## config.mk

```make
export PLATFORM = sky130hd
export DESIGN_NAME = rcl_top
export DESIGN_NICKNAME = d
export VERILOG_FILES = /design/src/logic/rcl_pkg.sv /design/src/logic/rcl_top.sv
export VERILOG_INCLUDE_DIRS = /design/src /design/src/logic
export SDC_FILE = /design/constraint.sdc
export NUM_CORES = 1
export LEC_CHECK = 0
export ABC_AREA = 1
export BUFFER_PORTS_ARGS = -buffer_cell sky130_fd_sc_hd__buf_2
export CAP_MARGIN = 10
export CORE_MARGIN = 2
export CORE_UTILIZATION = 35
export DETAILED_ROUTE_END_ITERATION = 16
export GPL_ROUTABILITY_DRIVEN = 0
export PLACE_DENSITY = 0.62
export SYNTH_ARGS = -nofsm -noshare
export SYNTH_HDL_FRONTEND = slang
export SYNTH_SLANG_ARGS = --single-unit
```

## constraint.sdc

```tcl
create_clock -name clk_sys -period 4.52 [get_ports clk_sys]
set_input_delay 0.226 -clock clk_sys [delete_from_list [all_inputs] [get_ports clk_sys]]
set_output_delay 0.226 -clock clk_sys [all_outputs]
set_load 0.05 [all_outputs]
```

## src/logic/rcl_params.svh

```systemverilog
// Offsets, field positions, reset values and timing counts for the
// resonant cycle limit and second-output falling-edge offset block.
// Assumes inclusion by its bare name from the top module and the testbench.
`ifndef RCL_PARAMS_SVH
`define RCL_PARAMS_SVH

// Register offsets on the plain register port (byte offsets)
`define RCL_MIN_CYC_HI_OFS  8'h46
`define RCL_FALL_OFS_OFS    8'h47
`define RCL_MIN_CYC_LO_OFS  8'h48
`define RCL_STATUS_OFS      8'h4f

// Field positions of the companion register: low nibble of the limit
`define RCL_LO_NIB_MSB      7
`define RCL_LO_NIB_LSB      4

// Status register bit positions
`define RCL_STAT_CLAMP_BIT  0
`define RCL_STAT_DRIVE_BIT  1
`define RCL_STAT_RUN_BIT    2

// Reset values
`define RCL_MIN_CYC_HI_RST  8'h00
`define RCL_FALL_OFS_RST    8'h00
`define RCL_MIN_CYC_LO_RST  8'h00

// Timing: one limit or offset step is 5 ns, the clock period is 5 ns
`define RCL_STEP_NS         5
`define RCL_CLK_NS          5
`define RCL_CLKS_PER_STEP   ((`RCL_STEP_NS + `RCL_CLK_NS - 1) / `RCL_CLK_NS)

// Shortest period the counter can run, in steps, whatever is programmed
`define RCL_PERIOD_FLOOR    12'h002

`endif

```

## src/logic/rcl_pkg.sv

```systemverilog
// Types shared by the resonant cycle limit block.
// Assumes the constants header sits beside it.
package rcl_pkg;
  // Cycle sequencer states
  typedef enum logic {
    RCL_IDLE,
    RCL_RUN
  } rcl_state_type;

  // A 12-bit switching period or limit, in 5 ns steps
  typedef logic [11:0] rcl_cycle_type;

  // Edge position with sign room for the offset arithmetic
  typedef logic signed [13:0] rcl_pos_type;
endpackage : rcl_pkg

```

## src/logic/rcl_top.sv

```systemverilog
// Resonant cycle generator: minimum cycle clamp and second-output fall edge.
// Assumes a synchronous register master on the plain port, and a control
// loop that supplies the wanted period; all inputs synchronous to clk_sys.
//
// The plain strobed port was left to the implementer.
`timescale 1ns/100ps
`include "rcl_params.svh"

module rcl_top
  import rcl_pkg::*;
(
  input  wire logic        clk_sys,              // 200 MHz system clock
  input  wire logic        rst,                  // Synchronous, active high
  input  wire logic [7:0]  reg_addr,             // Register offset
  input  wire logic [7:0]  reg_wdata,            // Write data
  input  wire logic        reg_wr,               // Write strobe
  input  wire logic        reg_rd,               // Read strobe
  output logic      [7:0]  reg_rdata,            // Read data, cycle after strobe
  input  wire logic        resonant_en,          // Resonant operation enable
  input  wire logic [11:0] period_req,           // Wanted period in 5 ns steps
  output logic             bridge_output_second, // Second bridge output drive
  output logic             cycle_midpoint_ref,   // Pulse at cycle midpoint
  output logic             cycle_start,          // Pulse at cycle start
  output logic      [11:0] period_active         // Period in use this cycle
);

  // Software registers
  logic [7:0]    min_cycle_limit_high_r, min_cycle_limit_high_nxt; // Limit upper bits
  logic [7:0]    bridge_output_second_fall_offset_r,     bridge_output_second_fall_offset_nxt;     // Signed edge offset
  logic [7:0]    min_cycle_limit_low_r,  min_cycle_limit_low_nxt;  // Companion register
  logic [7:0]    rdata_r,                rdata_nxt;                // Read data stage

  // Step prescaler and cycle sequencer
  logic [3:0]    pre_r,                  pre_nxt;                  // Clocks per step
  logic          step_en;                                          // One-cycle step enable
  rcl_state_type state_r,                state_nxt;                // Sequencer state
  rcl_cycle_type cnt_r,                  cnt_nxt;                  // Step within cycle
  rcl_cycle_type per_r,                  per_nxt;                  // Latched period
  rcl_cycle_type fall_r,                 fall_nxt;                 // Latched fall step
  rcl_cycle_type mid_r,                  mid_nxt;                  // Latched midpoint step
  logic          clamp_r,                clamp_nxt;                // Limit is in force
  logic          drive_r,                drive_nxt;                // Output flop
  logic          midp_r,                 midp_nxt;                 // Midpoint pulse flop
  logic          start_r,                start_nxt;                // Start pulse flop

  // Settings computed from the registers for the next cycle
  rcl_cycle_type min_cycle;                                        // Full 12-bit limit
  rcl_cycle_type per_calc;                                         // Clamped period
  rcl_cycle_type mid_calc;                                         // Midpoint of it
  rcl_cycle_type fall_calc;                                        // Fall step of it
  rcl_pos_type   fall_pos;                                         // Unclamped fall step
  logic          clamp_calc;                                       // Clamp would act
  logic          cyc_end;                                          // Last step of cycle

  // Register file next state: writes land at the mapped offsets
  always_comb begin
    min_cycle_limit_high_nxt = min_cycle_limit_high_r;
    bridge_output_second_fall_offset_nxt     = bridge_output_second_fall_offset_r;
    min_cycle_limit_low_nxt  = min_cycle_limit_low_r;
    if (reg_wr) begin
      unique case (reg_addr)
        `RCL_MIN_CYC_HI_OFS: begin
          min_cycle_limit_high_nxt = reg_wdata;
        end
        `RCL_FALL_OFS_OFS: begin
          bridge_output_second_fall_offset_nxt = reg_wdata;
        end
        `RCL_MIN_CYC_LO_OFS: begin
          // Reserved low nibble is stored too, so it reads back as written
          min_cycle_limit_low_nxt = reg_wdata;
        end
        default: begin
          // Unmapped writes are dropped
        end
      endcase
    end
  end

  // Read data: valid only in the cycle after the strobe, zero otherwise
  always_comb begin
    rdata_nxt = 8'h00;
    if (reg_rd) begin
      unique case (reg_addr)
        `RCL_MIN_CYC_HI_OFS: rdata_nxt = min_cycle_limit_high_r;
        `RCL_FALL_OFS_OFS:   rdata_nxt = bridge_output_second_fall_offset_r;
        `RCL_MIN_CYC_LO_OFS: rdata_nxt = min_cycle_limit_low_r;
        `RCL_STATUS_OFS: begin
          // Live state of the sequencer, not stored settings
          rdata_nxt[`RCL_STAT_CLAMP_BIT] = clamp_r;
          rdata_nxt[`RCL_STAT_DRIVE_BIT] = drive_r;
          rdata_nxt[`RCL_STAT_RUN_BIT]   = (state_r == RCL_RUN);
        end
        default: rdata_nxt = 8'h00; // Unmapped reads return zero
      endcase
    end
  end

  // Register file flops
  always_ff @(posedge clk_sys) begin
    if (rst) begin
      min_cycle_limit_high_r <= `RCL_MIN_CYC_HI_RST;
      bridge_output_second_fall_offset_r     <= `RCL_FALL_OFS_RST;
      min_cycle_limit_low_r  <= `RCL_MIN_CYC_LO_RST;
      rdata_r                <= 8'h00;
    end else begin
      min_cycle_limit_high_r <= min_cycle_limit_high_nxt;
      bridge_output_second_fall_offset_r     <= bridge_output_second_fall_offset_nxt;
      min_cycle_limit_low_r  <= min_cycle_limit_low_nxt;
      rdata_r                <= rdata_nxt;
    end
  end

  // Settings for the coming cycle, from the registers as they stand now
  always_comb begin
    // Upper eight bits joined with the companion nibble
    min_cycle = {min_cycle_limit_high_r,
                 min_cycle_limit_low_r[`RCL_LO_NIB_MSB:`RCL_LO_NIB_LSB]};
    // One count is one 5 ns step, so the period is count times 5 ns
    clamp_calc = (period_req < min_cycle);
    per_calc   = clamp_calc ? min_cycle : period_req;
    // Guard against a zero or one-step period, which has no midpoint
    if (per_calc < `RCL_PERIOD_FLOOR) begin
      per_calc = `RCL_PERIOD_FLOOR;
    end
    mid_calc = {1'b0, per_calc[11:1]};
    // The code is two's complement: 0x80 gives -128 steps, 0xff gives -1
    fall_pos = $signed({2'b00, mid_calc})
             + rcl_pos_type'($signed(bridge_output_second_fall_offset_r));
    // An edge pushed outside the cycle is held at its boundary
    if (fall_pos < 14'sh0000) begin
      fall_calc = 12'h000;
    end else if (fall_pos > $signed({2'b00, per_calc})) begin
      fall_calc = per_calc;
    end else begin
      fall_calc = fall_pos[11:0];
    end
  end

  // Step prescaler: one step enable every five nanoseconds of time
  always_comb begin
    step_en = (pre_r == 4'(`RCL_CLKS_PER_STEP - 1));
    pre_nxt = step_en ? 4'h0 : pre_r + 4'h1;
  end

  // Sequencer next state; settings are latched only at a cycle boundary
  always_comb begin
    state_nxt = state_r;
    cnt_nxt   = cnt_r;
    per_nxt   = per_r;
    mid_nxt   = mid_r;
    fall_nxt  = fall_r;
    clamp_nxt = clamp_r;
    drive_nxt = drive_r;
    midp_nxt  = 1'b0;
    start_nxt = 1'b0;
    cyc_end   = (cnt_r == per_r - 12'h001);
    unique case (state_r)
      RCL_IDLE: begin
        // Output held low until resonant operation is enabled
        drive_nxt = 1'b0;
        if (resonant_en && step_en) begin
          state_nxt = RCL_RUN;
          cnt_nxt   = 12'h000;
          per_nxt   = per_calc;
          mid_nxt   = mid_calc;
          fall_nxt  = fall_calc;
          clamp_nxt = clamp_calc;
          start_nxt = 1'b1;
          drive_nxt = (fall_calc != 12'h000);
        end
      end
      RCL_RUN: begin
        if (step_en) begin
          if (cyc_end) begin
            // A cycle in progress always finishes before stopping, so
            // disabling never truncates the last pulse
            if (resonant_en) begin
              cnt_nxt   = 12'h000;
              per_nxt   = per_calc;
              mid_nxt   = mid_calc;
              fall_nxt  = fall_calc;
              clamp_nxt = clamp_calc;
              start_nxt = 1'b1;
              drive_nxt = (fall_calc != 12'h000);
            end else begin
              state_nxt = RCL_IDLE;
              cnt_nxt   = 12'h000;
              drive_nxt = 1'b0;
            end
          end else begin
            cnt_nxt   = cnt_r + 12'h001;
            // Output stays high until the latched fall step is reached
            drive_nxt = (cnt_nxt < fall_r);
            midp_nxt = (cnt_nxt == mid_r);
          end
        end
      end
    endcase
  end

  // Sequencer flops
  always_ff @(posedge clk_sys) begin
    if (rst) begin
      pre_r   <= 4'h0;
      state_r <= RCL_IDLE;
      cnt_r   <= 12'h000;
      per_r   <= `RCL_PERIOD_FLOOR;
      mid_r   <= 12'h001;
      fall_r  <= 12'h001;
      clamp_r <= 1'b0;
      drive_r <= 1'b0;
      midp_r  <= 1'b0;
      start_r <= 1'b0;
    end else begin
      pre_r   <= pre_nxt;
      state_r <= state_nxt;
      cnt_r   <= cnt_nxt;
      per_r   <= per_nxt;
      mid_r   <= mid_nxt;
      fall_r  <= fall_nxt;
      clamp_r <= clamp_nxt;
      drive_r <= drive_nxt;
      midp_r  <= midp_nxt;
      start_r <= start_nxt;
    end
  end

  // Outputs straight from flops
  assign reg_rdata            = rdata_r;
  assign bridge_output_second = drive_r;
  assign cycle_midpoint_ref   = midp_r;
  assign cycle_start          = start_r;
  assign period_active        = per_r;

endmodule : rcl_top

```

# After elaboration in Yosys (flattened, before gate mapping)
# Index checks and enable logic that the tools add are counted.
[word_totals]
register_bits = 89
inputBits = 33
[classes]
add_sub_neg = 4
n_lt_le_gt_ge = 5
eq_ne = 10
mux = 43
bitwise_logic = 3
reduce_logical = 11
[ops]
columns = ["op", "count"]
rows = [
  ["$mux 12", 19],
  ["$pmux 12 s2", 4],
  ["$eq 8x7->1 const B", 4],
  ["$eq 12x12->1", 2],
  ["$lt 12x12->1", 2],
  ["$pmux 5 s3", 1],
  ["$mux 1", 14],
  ["$add 12x8->13", 1],
  ["$gt 13x13->1", 1],
  ["$lt 13x1->1 const B", 1],
  ["$add 12x1->12 const B", 1],
  ["$lt 12x2->1 const B", 1],
  ["$pmux 3 s4", 1],
  ["$reduce_bool 12->1", 1],
  ["$sub 12x1->12 const B", 1],
  ["$pmux 1 s2", 4],
  ["$reduce_and 2->1", 4],
  ["$ne 2x2->1 const B", 3],
  ["$add 4x1->4 const B", 1],
  ["$logic_not 4->1", 1],
  ["$reduce_and 4->1", 1],
  ["$reduce_or 2->1", 2],
  ["$reduce_or 4->1", 1],
  ["$not 1->1", 3],
  ["other kinds (2)", 2],
]

# Longest topological paths before layout
# Gate-level depths: netlist of the first run.
[depth]
ltp_word = 13
depth_mapped = 43
ltp_nobuf = 42

# Least setup slack after synthesis of the first run
# No wires, ideal clock.
[synth_timing]
path_kind = "flip-flop to flip-flop"
from = "register min_cycle_limit_high_r[7]"
to = "register drive_r (netlist: bridge_output_second)"
setup_ns = 0.128
arrival_ns = 4.627
setup_slack_ns = -0.235
path_stages_with_launch = 42
n_path_buf = 1
period_less_slack_ns = 4.755
cell_sequence = "dfxtp_1 > inv_1 > ha_1 > nand2_2 > nor2_4 > inv_2 > nor2_4 > nand2_4 > nand2_4 > buf_12 > nand2_4 > nand2_4 > nand2_2 > nor2_2 > nand3_2 > nand2_2 > ha_1 > inv_1 > [... 6 more ...] > nor2_1 > nand2_1 > nand2_1 > nand2_1 > nand2_1 > nand2_1 > nand2_1 > nand2_1 > nand3_1 > nand2_1 > nor2_1 > nand2_1 > nor2_1 > nand3_1 > nand2_1 > nand2_1 > nand2_1 > a21oi_2"
[synth_via]
elab_chain_cells = 13
word_cells_on_any_way = 15
[synth_lines]
columns = ["item", "line_no", "source"]
rows = [
  ["start: declaration", "rcl_top.sv:28", "logic [7:0] min_cycle_limit_high_r, min_cycle_limit_high_nxt;"],
  ["start signal: assignment", "rcl_top.sv:101", "min_cycle_limit_high_r <= `RCL_MIN_CYC_HI_RST;"],
  ["start signal: assignment", "rcl_top.sv:106", "min_cycle_limit_high_r <= min_cycle_limit_high_nxt;"],
  ["$lt 12x12->1", "rcl_top.sv:119", "clamp_calc = (period_req < min_cycle);"],
  ["$mux 12 *", "rcl_top.sv:120", "per_calc = clamp_calc ? min_cycle : period_req;"],
  ["$lt 12x2->1 (no source line)", "n/a", ""],
  ["$mux 12 *", "rcl_top.sv:122", "if (per_calc < `RCL_PERIOD_FLOOR) begin"],
  ["$add 12x8->13", "rcl_top.sv:128", "+ rcl_pos_type'($signed(bridge_output_second_fall_offset_r));"],
  ["$gt 13x13->1", "rcl_top.sv:132", "end else if (fall_pos > $signed({2'b00, per_calc})) begin"],
  ["$mux 12", "rcl_top.sv:132", ""],
  ["$mux 12 *", "rcl_top.sv:130", "if (fall_pos < 14'sh0000) begin"],
  ["$reduce_bool 12->1 *", "rcl_top.sv:169, rcl_top.sv:184", ""],
  ["$mux 1", "rcl_top.sv:177", "if (resonant_en) begin"],
  ["$mux 1", "rcl_top.sv:174", "if (cyc_end) begin"],
  ["$mux 1", "rcl_top.sv:173", "if (step_en) begin"],
  ["$pmux 1 s2 *", "rcl_top.sv:157", "unique case (state_r)"],
  ["end signal: assignment", "rcl_top.sv:222", "drive_r <= drive_nxt;"],
  ["end: declaration", "rcl_top.sv:42", "logic drive_r, drive_nxt;"],
]
# Mark *: on every way between the ends. The rest lies on a longest branch, timed or not. The select of a mux whose other input is x is not followed.
# A chain may end at the register's enable or synchronous reset.

# Final worst setup path of the first run
[layout_timing]
from = "register min_cycle_limit_high_r[3]"
to = "register drive_r (netlist: bridge_output_second)"
# The elaborated chain is that of the path after synthesis.

==> impl_metrics.json, run 1 <==
{
  "cp-end-kind": "flop",
  "rsz0062_at_grt": "true",
  "port-buffer-count": 55,
  "worst_pin_slew_ns": 1.079,
  "synth-async-reset-ratio_pct": 0,
  "outcome": "finished with violations",
  "final-max-slew-violation-count": 0,
  "first_iter_violations": 454,
  "ys.warnings.count": 0,
  "synthDistinctLibCells": 50,
  "fillCellCount": 1513,
  "fmax_mhz": 206.2,
  "p_per_area_mw_per_mm2": 267.5,
  "drt-total-wl_um": 17400,
  "drive_gt1_share_pct": 33.54,
  "ant_nets": 0,
  "final_core_util_pct": 49.06,
  "synth_top_area_cell": "dfxtp_1",
  "place_ws_ns": -0.4224,
  "skew_ns": 0.003459,
  "synth_common_cells": "nand2_1, inv_1, a21oi_1",
  "vias_per_cell": 4.943,
  "crit_buf_inv": 5,
  "ys_dominant_reg_cell": "dfxtp_1",
  "cp.required_ns": 4.74,
  "root_buffer": "clkbuf_16",
  "synth_nets": 902,
  "hpwl_um": 12880,
  "grt_remaining_overflow": 0,
  "yosysMostFrequentCell": "nand2_1",
  "synth_edf_count": 0,
  "dr.pass1.iters": 5,
  "clkTransAtPathRegs_ns": 0.06,
  "grt_pass1_wl_um": 27880,
  "chipWidth_um": 131.7,
  "cts_tree": "built",
  "ys_ff_latch": 77,
  "numCtsBuffers": 9,
  "clock_sinks": 77,
  "core-area_mm2": 0.01594,
  "crit_path_top_delay_cell": "fa_2",
  "synth_top_area_share_pct": 26.99,
  "p_leak_nw": 3.615,
  "cts_hold_buf": 0,
  "synth_cells": 818,
  "setup_ws_ns": -0.3285,
  "via_count": 5931,
  "violations": "setup timing",
  "grt_max_degree": 36,
  "critical_path.max_stage_delay_ns": 0.39,
  "critPathLaunchType": "flop",
  "nets": 1063,
  "wire_per_inst_um": 14.50,
  "fin_crit_sh_pct": 107.3,
  "slew_headroom_pct": 27.99,
  "antenna_cells": 0,
  "finalHoldViolCount": 0,
  "crit_arrival_ns": 5.07,
  "syn_avg_cell_area_um2": 6.981,
  "antenna_found_initial": 0,
  "syn_area_mm2": 0.005710,
  "fin_area_mm2": 0.007821,
  "htree_levels": 3,
  "stdcell_count": 1200,
  "min_period_ns": 4.849,
  "grt_pass1_vias": 5616,
  "worst_path_most_repeated_cell": "nand2_1",
  "die_height_um": 131.7,
  "start_util_pct": 35.82,
  "hold_class": "in2reg",
  "io_pins": 56,
  "finalSetupViolCount": 12,
  "dp_cells": 1154,
  "vdd_drop_max_mv": 0.1876,
  "synth.area.top_cells": "dfxtp_1, ha_1, nand2_1, inv_1, a21oi_1",
  "fp-row-count": 46,
  "dieArea_mm2": 0.01735,
  "worstSetupPathType": "reg2reg",
  "clk_path_buf_depth": 2,
  "path_delay_family": "simple AND/OR/NAND/NOR gates",
  "drv_cap": 0,
  "placed_cell_area_mm2": 0.006808,
  "crit_fanout": 7,
  "drc": 0,
  "area_growth_pct": 36.96,
  "ys_seq_area_share_pct": 26.99,
  "clkLatencyLatePin_ns": 0.35,
  "grt_usage_pct": 19.86
}
-- worst register-to-register path, delay by kind of cell (launching register included) --
kind	cells	cell delay, ns
XOR/XNOR	1	0.16
AO/OA/AOI/OAI	5	0.47
buffers and inverters	5	0.44
flip-flops	1	0.33
adder cells (fa/ha/maj)	4	1.12
AND/OR/NAND/NOR	27	2.18
-- logic make-up (layout without fill, tap and decap cells) --
family	after synthesis	count (layout)	share of synthesized area (%)
AO/OA/AOI/OAI	171	171	17.42
XOR/XNOR	41	41	6.529
adder cells (fa/ha/maj)	51	51	11.31
buffers and inverters	154	317	11.11
flip-flops	77	77	26.99
AND/OR/NAND/NOR	324	327	26.64
-- where the power goes --
part	switching (W)	leakage (nW)	total (W)	internal, W
registers	0.0000287	0.630	0.000733	0.000704
logic	0.000392	2.86	0.000688	0.000296
clock network	0.000299	0.126	0.000671	0.000373
-- worst paths after layout --
| check | from | end | slack [ns] | cells past startpoint |
|---|---|---|---|---|
| worst min register to register | min_cycle_limit_low_r[1]$_SDFFE_PP0P_ | min_cycle_limit_low_r[1]$_SDFFE_PP0P_ | 0.46 | 2 |
| worst max register to register | min_cycle_limit_high_r[3]$_SDFFE_PP0P_ | bridge_output_second$_SDFFE_PP0P_ | -0.33 | 42 |
| worst max-delay path | min_cycle_limit_high_r[3]$_SDFFE_PP0P_ | bridge_output_second$_SDFFE_PP0P_ | -0.33 | 42 |
| worst min-delay path | reg_wdata[3] | min_cycle_limit_high_r[3]$_SDFFE_PP0P_ | 0.17 | 3 |
-- stage by stage --
step	power, W	setup TNS [ns]	hold slack, ns
2_1_floorplan	0.001107	0	0.3912
3_3_place_gp	0.001306	-0.6964	0.4413
3_5_place_dp	0.001310	-1.532	0.4493
4_1_cts	0.002024	-0.1741	0.1573
5_1_grt	0.002201	-4.497	0.1849
6_report	0.002092	-1.155	0.1673
-- layout make-up --
cell class / count / area, µm² / area share, %
Multi-Input combinational cell: 590 / 4045 / 51.72
Sequential cell: 77 / 1550 / 19.82
Timing Repair Buffer: 166 / 1176 / 15.04
Inverter: 135 / 509.2 / 6.511
Tap cell: 216 / 270.3 / 3.455
Clock buffer: 11 / 232.7 / 2.976
Clock inverter: 5 / 37.54 / 0.4799
-- placed cells by master (no fill, tap or decap), types with 26 or more instances in the layout --
cell     instances
a21oi_1         68
o21ai_0         43
buf_2           55
xor2_1          26
ha_1            42
nand2_2         29
nand2_1        133
dfxtp_1         70
buf_4          102
nand3_1         30
nor2_1          49
inv_1          117
-- what timing repair did --
item	CTS	global route
pin swaps	33	64
gates cloned	3	0
endpoints found under the setup margin	13	13
resized for setup	57	62
buffers inserted	15	12
-- metal layers --
| layer | track usage, % | wire (µm) | vias up |
|---|---|---|---|
| li1 | - | - | 3025 |
| met1 | 26.99 | 8222 | 2722 |
| met2 | 31.27 | 7889 | 155 |
| met3 | 3.499 | 922 | 29 |
| met4 | 7.971 | 365 | 0 |
| met5 | 0 | 0 | - |
-- state kept, by name, summed over array words and instances (netlist names), 4 cells and up --
name,count
fall_r,12
cnt_r,12
pre_r,4
min_cycle_limit_high_r,8
bridge_output_second_fall_offset_r,8
period_active,11
min_cycle_limit_low_r,8
reg_rdata,8
(Power assumes the default switching activity.)
==> run 2, diff against run 1 <==
--- a/config.mk
+++ b/config.mk
@@ -9,7 +9,7 @@
 export ABC_AREA = 1
 export BUFFER_PORTS_ARGS = -buffer_cell sky130_fd_sc_hd__buf_2
 export CAP_MARGIN = 10
-export CORE_MARGIN = 2
+export CORE_MARGIN = 1.5
 export CORE_UTILIZATION = 35
 export DETAILED_ROUTE_END_ITERATION = 16
 export GPL_ROUTABILITY_DRIVEN = 0
==> run 2 against run 1 <==
The flow still finishes with violations (setup timing). Hold slack improved by 0.0067 ns. First-iteration DRC count shrank 26%. Design area shrank 0.51%. Routed wire length down 2.3%. Non-clock buffer count fell by 1. Largest cell class unchanged.
==> impl_metrics.json, run 2 (synthesis results as in run 1) <==
{
  "dr.pass1.iters": 4,
  "htree_levels": 3,
  "fmax_mhz": 207.1,
  "critical_path.max_stage_delay_ns": 0.39,
  "ff2ff_path_depth": 39,
  "hold_path_end": "min_cycle_limit_high_r[3]$_SDFFE_PP0P_",
  "die_height_um": 130.7,
  "hpwl_um": 12960,
  "final_common_cell": "nand2_1",
  "nets": 1061,
  "grt_remaining_overflow": 0,
  "cp.required_ns": 4.76,
  "worst_pin_slew_ns": 1.100,
  "power.total_w": 0.002142,
  "p_leak_nw": 3.629,
  "crit_arrival_ns": 5.07,
  "critPathLaunchType": "flop",
  "whs_ns": 0.1739,
  "drc": 0,
  "wire_per_inst_um": 14.20,
  "p_clk_share_pct": 34.0,
  "final_cell_mix": "nand2_1, inv_1, buf_4, a21oi_1, dfxtp_1",
  "vias_per_cell": 4.842,
  "grt_pass1_wl_um": 27140,
  "clk_path_buf_depth": 2,
  "drv_cap": 0,
  "r2r_setup_slack_ns": -0.31,
  "antenna_found_initial": 0,
  "io_pins": 56,
  "rsz0062_at_grt": "true",
  "cp-end-kind": "flop",
  "p_seq_share_pct": 34.2,
  "r2r-start": "min_cycle_limit_high_r[7]$_SDFFE_PP0P_",
  "pwr-share-comb_pct": 31.8,
  "skew_ns": 0.008750,
  "drt-total-wl_um": 17010,
  "cts_hold_buf": 0,
  "hold_depth": 3,
  "outcome": "finished with violations",
  "hold_class": "in2reg",
  "dieArea_mm2": 0.01709,
  "min_period_ns": 4.828,
  "area_growth_pct": 36.26,
  "tns_ns": -0.8819,
  "switchingPower_w": 0.0007593,
  "worstSetupPathType": "reg2reg",
  "final-max-slew-violation-count": 0,
  "fin_crit_sh_pct": 106.8,
  "p_per_area_mw_per_mm2": 275.2,
  "ant_nets": 0,
  "root_buffer": "clkbuf_16",
  "port-buffer-count": 55,
  "fp-row-count": 46,
  "crit_fanout": 8,
  "finalSetupViolCount": 9,
  "crit_path_top_delay_cell": "fa_2",
  "grt_max_degree": 36,
  "internal_power_w": 0.001382,
  "cts_tree": "built",
  "fillCellCount": 1570,
  "clock_sinks": 77,
  "numCtsBuffers": 9,
  "via_count": 5801,
  "worst_path_most_repeated_cell": "nand2_1",
  "setup_ws_ns": -0.3080,
  "core-area_mm2": 0.01589,
  "finalHoldViolCount": 0,
  "clkTransAtPathRegs_ns": 0.07,
  "chipWidth_um": 130.7,
  "start_util_pct": 35.95,
  "vdd_drop_max_mv": 0.2052,
  "clkLatencyLatePin_ns": 0.36,
  "hold_path_startpoint": "reg_wdata[3]",
  "violations": "setup timing",
  "grt_usage_pct": 20.60,
  "slew_headroom_pct": 26.57,
  "switching_share_pct": 35.45,
  "grt_pass1_vias": 5311,
  "r2r-end": "bridge_output_second$_SDFFE_PP0P_",
  "drive_gt1_share_pct": 32.69,
  "first_iter_violations": 336,
  "antenna_cells": 0
}
run 2: through the flow:
| stage | setup slack [ns] | utilization [%] | instance area [µm²] | cells |
|---|---|---|---|---|
| CTS | -0.1384 | 46.64 | 7410 | 1185 |
| global route | -0.6405 | 48.98 | 7781 | 1198 |
| floorplan | 0.02579 | - | 5759 | 818 |
| finish | -0.3080 | 48.98 | 7781 | 1198 |
| detailed placement | -0.4187 | 42.86 | 6808 | 1154 |
| global placement | -0.4129 | 42.86 | 6808 | 1154 |
run 2: cell type report:
type | count | area [µm²] | share of cell area, %
Clock inverter | 7 | 67.56 | 0.8683
Clock buffer | 9 | 225.2 | 2.894
Multi-Input combinational cell | 589 | 3991 | 51.29
Inverter | 135 | 509.2 | 6.544
Sequential cell | 77 | 1550 | 19.92
Tap cell | 216 | 270.3 | 3.473
Timing Repair Buffer | 165 | 1167 | 15.00
run 2: worst max-delay path, delay by kind of cell (launching register included):
family	cells	cell delay [ns]
and+or+nand+nor	24	2.08
adders and majority gates	4	1.13
AOI/OAI and AO/OA	6	0.64
buffers and inverters	4	0.35
DFF	1	0.34
xor gates and xnor gates	1	0.15
run 2: timing repair:
action,in CTS,in global routing
setup buffers,13,15
gates resized for setup,42,68
gates cloned,2,0
endpoints found under the setup margin,13,13
pin swaps,18,54
run 2: worst max path at each step:
stage                                      startpoint                                end  slack (ns)  cells past startpoint
5_1_grt        min_cycle_limit_high_r[7]$_SDFFE_PP0P_  bridge_output_second$_SDFFE_PP0P_       -0.64                     39
6_report       min_cycle_limit_high_r[7]$_SDFFE_PP0P_  bridge_output_second$_SDFFE_PP0P_       -0.31                     39
4_1_cts        min_cycle_limit_high_r[2]$_SDFFE_PP0P_  bridge_output_second$_SDFFE_PP0P_       -0.14                     40
3_3_place_gp   min_cycle_limit_high_r[5]$_SDFFE_PP0P_  bridge_output_second$_SDFFE_PP0P_       -0.41                     37
3_5_place_dp   min_cycle_limit_high_r[7]$_SDFFE_PP0P_  bridge_output_second$_SDFFE_PP0P_       -0.42                     37
2_1_floorplan  min_cycle_limit_high_r[5]$_SDFFE_PP0P_  bridge_output_second$_SDFFE_PP0P_        0.03                     41
run 2: routing by layer:
layer  global-route usage, %  vias up  share of wire [%]
met5                       0        -                  0
met4                   5.624        0                1.7
met3                   3.909       23                4.5
met2                   33.37      111                 45
met1                   28.06     2653                 49
li1                        -     3014                  -
run 2: power groups by stage:
stage / registers (W) / clock network [W] / logic, W
after floorplan: 0.000776 / 0 / 0.000331
after detailed placement: 0.000747 / 0 / 0.000570
final: 0.000732 / 0.000729 / 0.000681
after global placement: 0.000747 / 0 / 0.000566
after global routing: 0.000734 / 0.000760 / 0.000749
after CTS: 0.000731 / 0.000734 / 0.000603
==> run 3, diff against run 2 <==
--- a/config.mk
+++ b/config.mk
@@ -6,7 +6,7 @@
 export SDC_FILE = /design/constraint.sdc
 export NUM_CORES = 1
 export LEC_CHECK = 0
-export ABC_AREA = 1
+export ABC_AREA = 0
 export BUFFER_PORTS_ARGS = -buffer_cell sky130_fd_sc_hd__buf_2
 export CAP_MARGIN = 10
 export CORE_MARGIN = 1.5
==> run 3 against run 2 <==
The flow still finishes with violations (setup timing). Hold slack lost 0.021 ns. Clock skew rose by 0.0018 ns. Design area increased by 3.3%. Die area shrank 2.5%. Worst setup slack worse by 0.30 ns. Flip-flop and latch count stayed put. Cell count down 9.3%. Area after synthesis down 2.5%. First-iteration DRC count decreased by 26%. Critical path depth is 15 lower. Register-to-register slack got worse by 0.30 ns. Non-clock buffer count is 35 higher. Critical path type unchanged. Highest routed layer unchanged.
==> impl_metrics.json, run 3 <==
{
  "pwr-share-comb_pct": 28.0,
  "synth_edf_count": 0,
  "synth.area.top_cells": "dfxtp_1, ha_1, a21oi_1, xnor2_1, mux2i_1",
  "via_count": 5628,
  "final_common_cell": "buf_4",
  "p_per_area_mw_per_mm2": 246.2,
  "grt_max_degree": 70,
  "final_cell_mix": "buf_4, dfxtp_1, nor2_1, buf_2",
  "clock_sinks": 77,
  "antenna_cells": 0,
  "cp.required_ns": 4.74,
  "grt_pass1_wl_um": 27610,
  "critPathLaunchType": "flop",
  "fp-row-count": 45,
  "htree_levels": 3,
  "nets": 956,
  "synthDistinctLibCells": 66,
  "ys.warnings.count": 0,
  "drt-total-wl_um": 17020,
  "core-area_mm2": 0.01537,
  "worst_pin_slew_ns": 0.8187,
  "whs_ns": 0.1527,
  "final-max-slew-violation-count": 0,
  "syn_avg_cell_area_um2": 7.986,
  "rsz0062_at_grt": "true",
  "drc": 0,
  "first_iter_violations": 249,
  "root_buffer": "clkbuf_16",
  "wire_per_inst_um": 15.65,
  "synth_common_cells": "dfxtp_1, nor2_1, inv_1",
  "cts_tree": "built",
  "fin_crit_sh_pct": 113.4,
  "synth_top_area_cell": "dfxtp_1",
  "switchingPower_w": 0.0005986,
  "crit_buf_inv": 6,
  "finalSetupViolCount": 13,
  "drv_cap": 0,
  "tns_ns": -6.439,
  "outcome": "finished with violations",
  "chipWidth_um": 129.1,
  "setup_ws_ns": -0.6074,
  "grt_remaining_overflow": 0,
  "p_leak_nw": 3.441,
  "internal_power_w": 0.001380,
  "vias_per_cell": 5.178,
  "ys_dominant_reg_cell": "dfxtp_1",
  "fmax_mhz": 195.0,
  "min_period_ns": 5.127,
  "multi_input_comb_area_mm2": 0.004220,
  "seqCellArea_mm2": 0.001550,
  "slew_headroom_pct": 44.91,
  "critical_path.max_stage_delay_ns": 0.34,
  "grt_usage_pct": 20.75,
  "start_util_pct": 36.21,
  "synth_nets": 781,
  "synth_top_area_share_pct": 27.69,
  "path_delay_family": "compound AO/OA/AOI/OAI gates",
  "clkLatencyLatePin_ns": 0.34,
  "cp-end-kind": "flop",
  "numCtsBuffers": 9,
  "yosysMostFrequentCell": "dfxtp_1",
  "switching_share_pct": 30.25,
  "ys_ff_latch": 77,
  "ant_nets": 0,
  "grt_pass1_vias": 5506,
  "p_seq_share_pct": 37.1,
  "synth-async-reset-ratio_pct": 0,
  "drive_gt1_share_pct": 35.96,
  "dr.pass1.iters": 5,
  "fillCellCount": 1453,
  "path_cells": "inv_2 -> ha_4 -> a2111oi_4 -> o41ai_4 -> a221oi_4 -> buf_12 -> buf_12 -> mux2i_4 -> inv_2 -> ha_4 -> a21o_1 -> a21o_1 -> o21ai_4 -> a21oi_2 -> nand4b_1 -> inv_2 -> ha_4 -> a21o_1 -> a21oi_2 -> o211ai_1 -> o21ai_4 -> buf_6 -> mux2_4 -> a311o_1",
  "ys_seq_area_share_pct": 27.69,
  "crit_path_top_delay_cell": "dfxtp_2",
  "clk_path_buf_depth": 2,
  "io_pins": 56,
  "hold_class": "in2reg",
  "power.total_w": 0.001979,
  "skew_ns": 0.01051,
  "vdd_drop_max_mv": 0.2050,
  "dieArea_mm2": 0.01667,
  "synth_cells": 697,
  "fin_area_mm2": 0.008038,
  "violations": "setup timing",
  "final_core_util_pct": 52.29,
  "p_clk_share_pct": 34.9,
  "finalHoldViolCount": 0,
  "clkTransAtPathRegs_ns": 0.06,
  "antenna_found_initial": 0,
  "port-buffer-count": 55,
  "syn_area_mm2": 0.005567,
  "die_height_um": 129.1,
  "hpwl_um": 12420,
  "area_growth_pct": 44.39,
  "worstSetupPathType": "reg2reg",
  "crit_fanout": 6,
  "crit_arrival_ns": 5.34,
  "placed_cell_area_mm2": 0.006955
}
==> run 3: final timing paths <==
kind | cells after the start | startpoint | slack [ns] | to
min | 3 | reg_wdata[6] | 0.15 | min_cycle_limit_high_r[6]$_SDFFE_PP0P_
max reg2reg | 24 | min_cycle_limit_low_r[5]$_SDFFE_PP0P_ | -0.61 | fall_r[0]$_SDFFE_PP1P_
max | 24 | min_cycle_limit_low_r[5]$_SDFFE_PP0P_ | -0.61 | fall_r[0]$_SDFFE_PP1P_
min reg2reg | 2 | min_cycle_limit_low_r[0]$_SDFFE_PP0P_ | 0.46 | min_cycle_limit_low_r[0]$_SDFFE_PP0P_
==> run 3: cells by family after synthesis <==
| family | count (synthesis) | share of synthesized area (%) |
|---|---|---|
| AO/OA/AOI/OAI | 171 | 20.59 |
| XOR/XNOR | 44 | 6.923 |
| adder cells (fa/ha/maj) | 51 | 11.60 |
| buffers and inverters | 94 | 7.215 |
| flip-flops | 77 | 27.69 |
| multiplexers | 26 | 4.720 |
| AND/OR/NAND/NOR | 234 | 21.26 |
==> run 3: power groups by stage <==
stage                     clock [W]  combinational (W)  sequential (W)
after floorplan                   0           0.000272        0.000769
after global placement            0           0.000431        0.000748
after detailed placement          0           0.000435        0.000749
after CTS                  0.000707           0.000500        0.000734
after global routing       0.000731           0.000603        0.000737
final                      0.000691           0.000554        0.000734
==> run 3: timing repair <==
action / CTS / global route
hold buffers: 0 / 0
gates resized for setup: 47 / 38
endpoints found under the setup margin: 13 / 13
buffers inserted: 31 / 13
cloned: 2 / 0
pin swaps: 15 / 44
==> run 3: layer usage <==
metal	part of all wire, %	wire [µm]	GRT usage [%]
met2	50	8573	37.70
met3	3.1	528	3.344
met5	0	0	0
met1	44	7555	25.30
met4	2.1	358	5.618
==> run 3: layout make-up <==
type | instances | share of cell area [%]
Clock inverter | 3 | 0.2335
Timing Repair Buffer | 200 | 18.66
Tap cell | 211 | 3.285
Multi-Input combinational cell | 526 | 52.51
Clock buffer | 12 | 3.316
Inverter | 58 | 2.709
Sequential cell | 77 | 19.29
==> run 3: per-stage QoR <==
step / cells / setup slack, ns
after floorplan: 697 / -0.2844
after global placement: 1028 / -0.4401
after detailed placement: 1028 / -0.5064
after CTS: 1075 / -0.4619
after global routing: 1087 / -0.7988
final: 1087 / -0.6074
==> run 3: worst register-to-register path, delay by kind of cell, from the launching register on <==
kind                     cells  cell delay, ns
multiplexers                 2            0.54
AO/OA/AOI/OAI               12            2.61
adder cells (fa/ha/maj)      3            0.67
buffers and inverters        6            0.65
AND/OR/NAND/NOR              1            0.22
flip-flops                   1            0.34
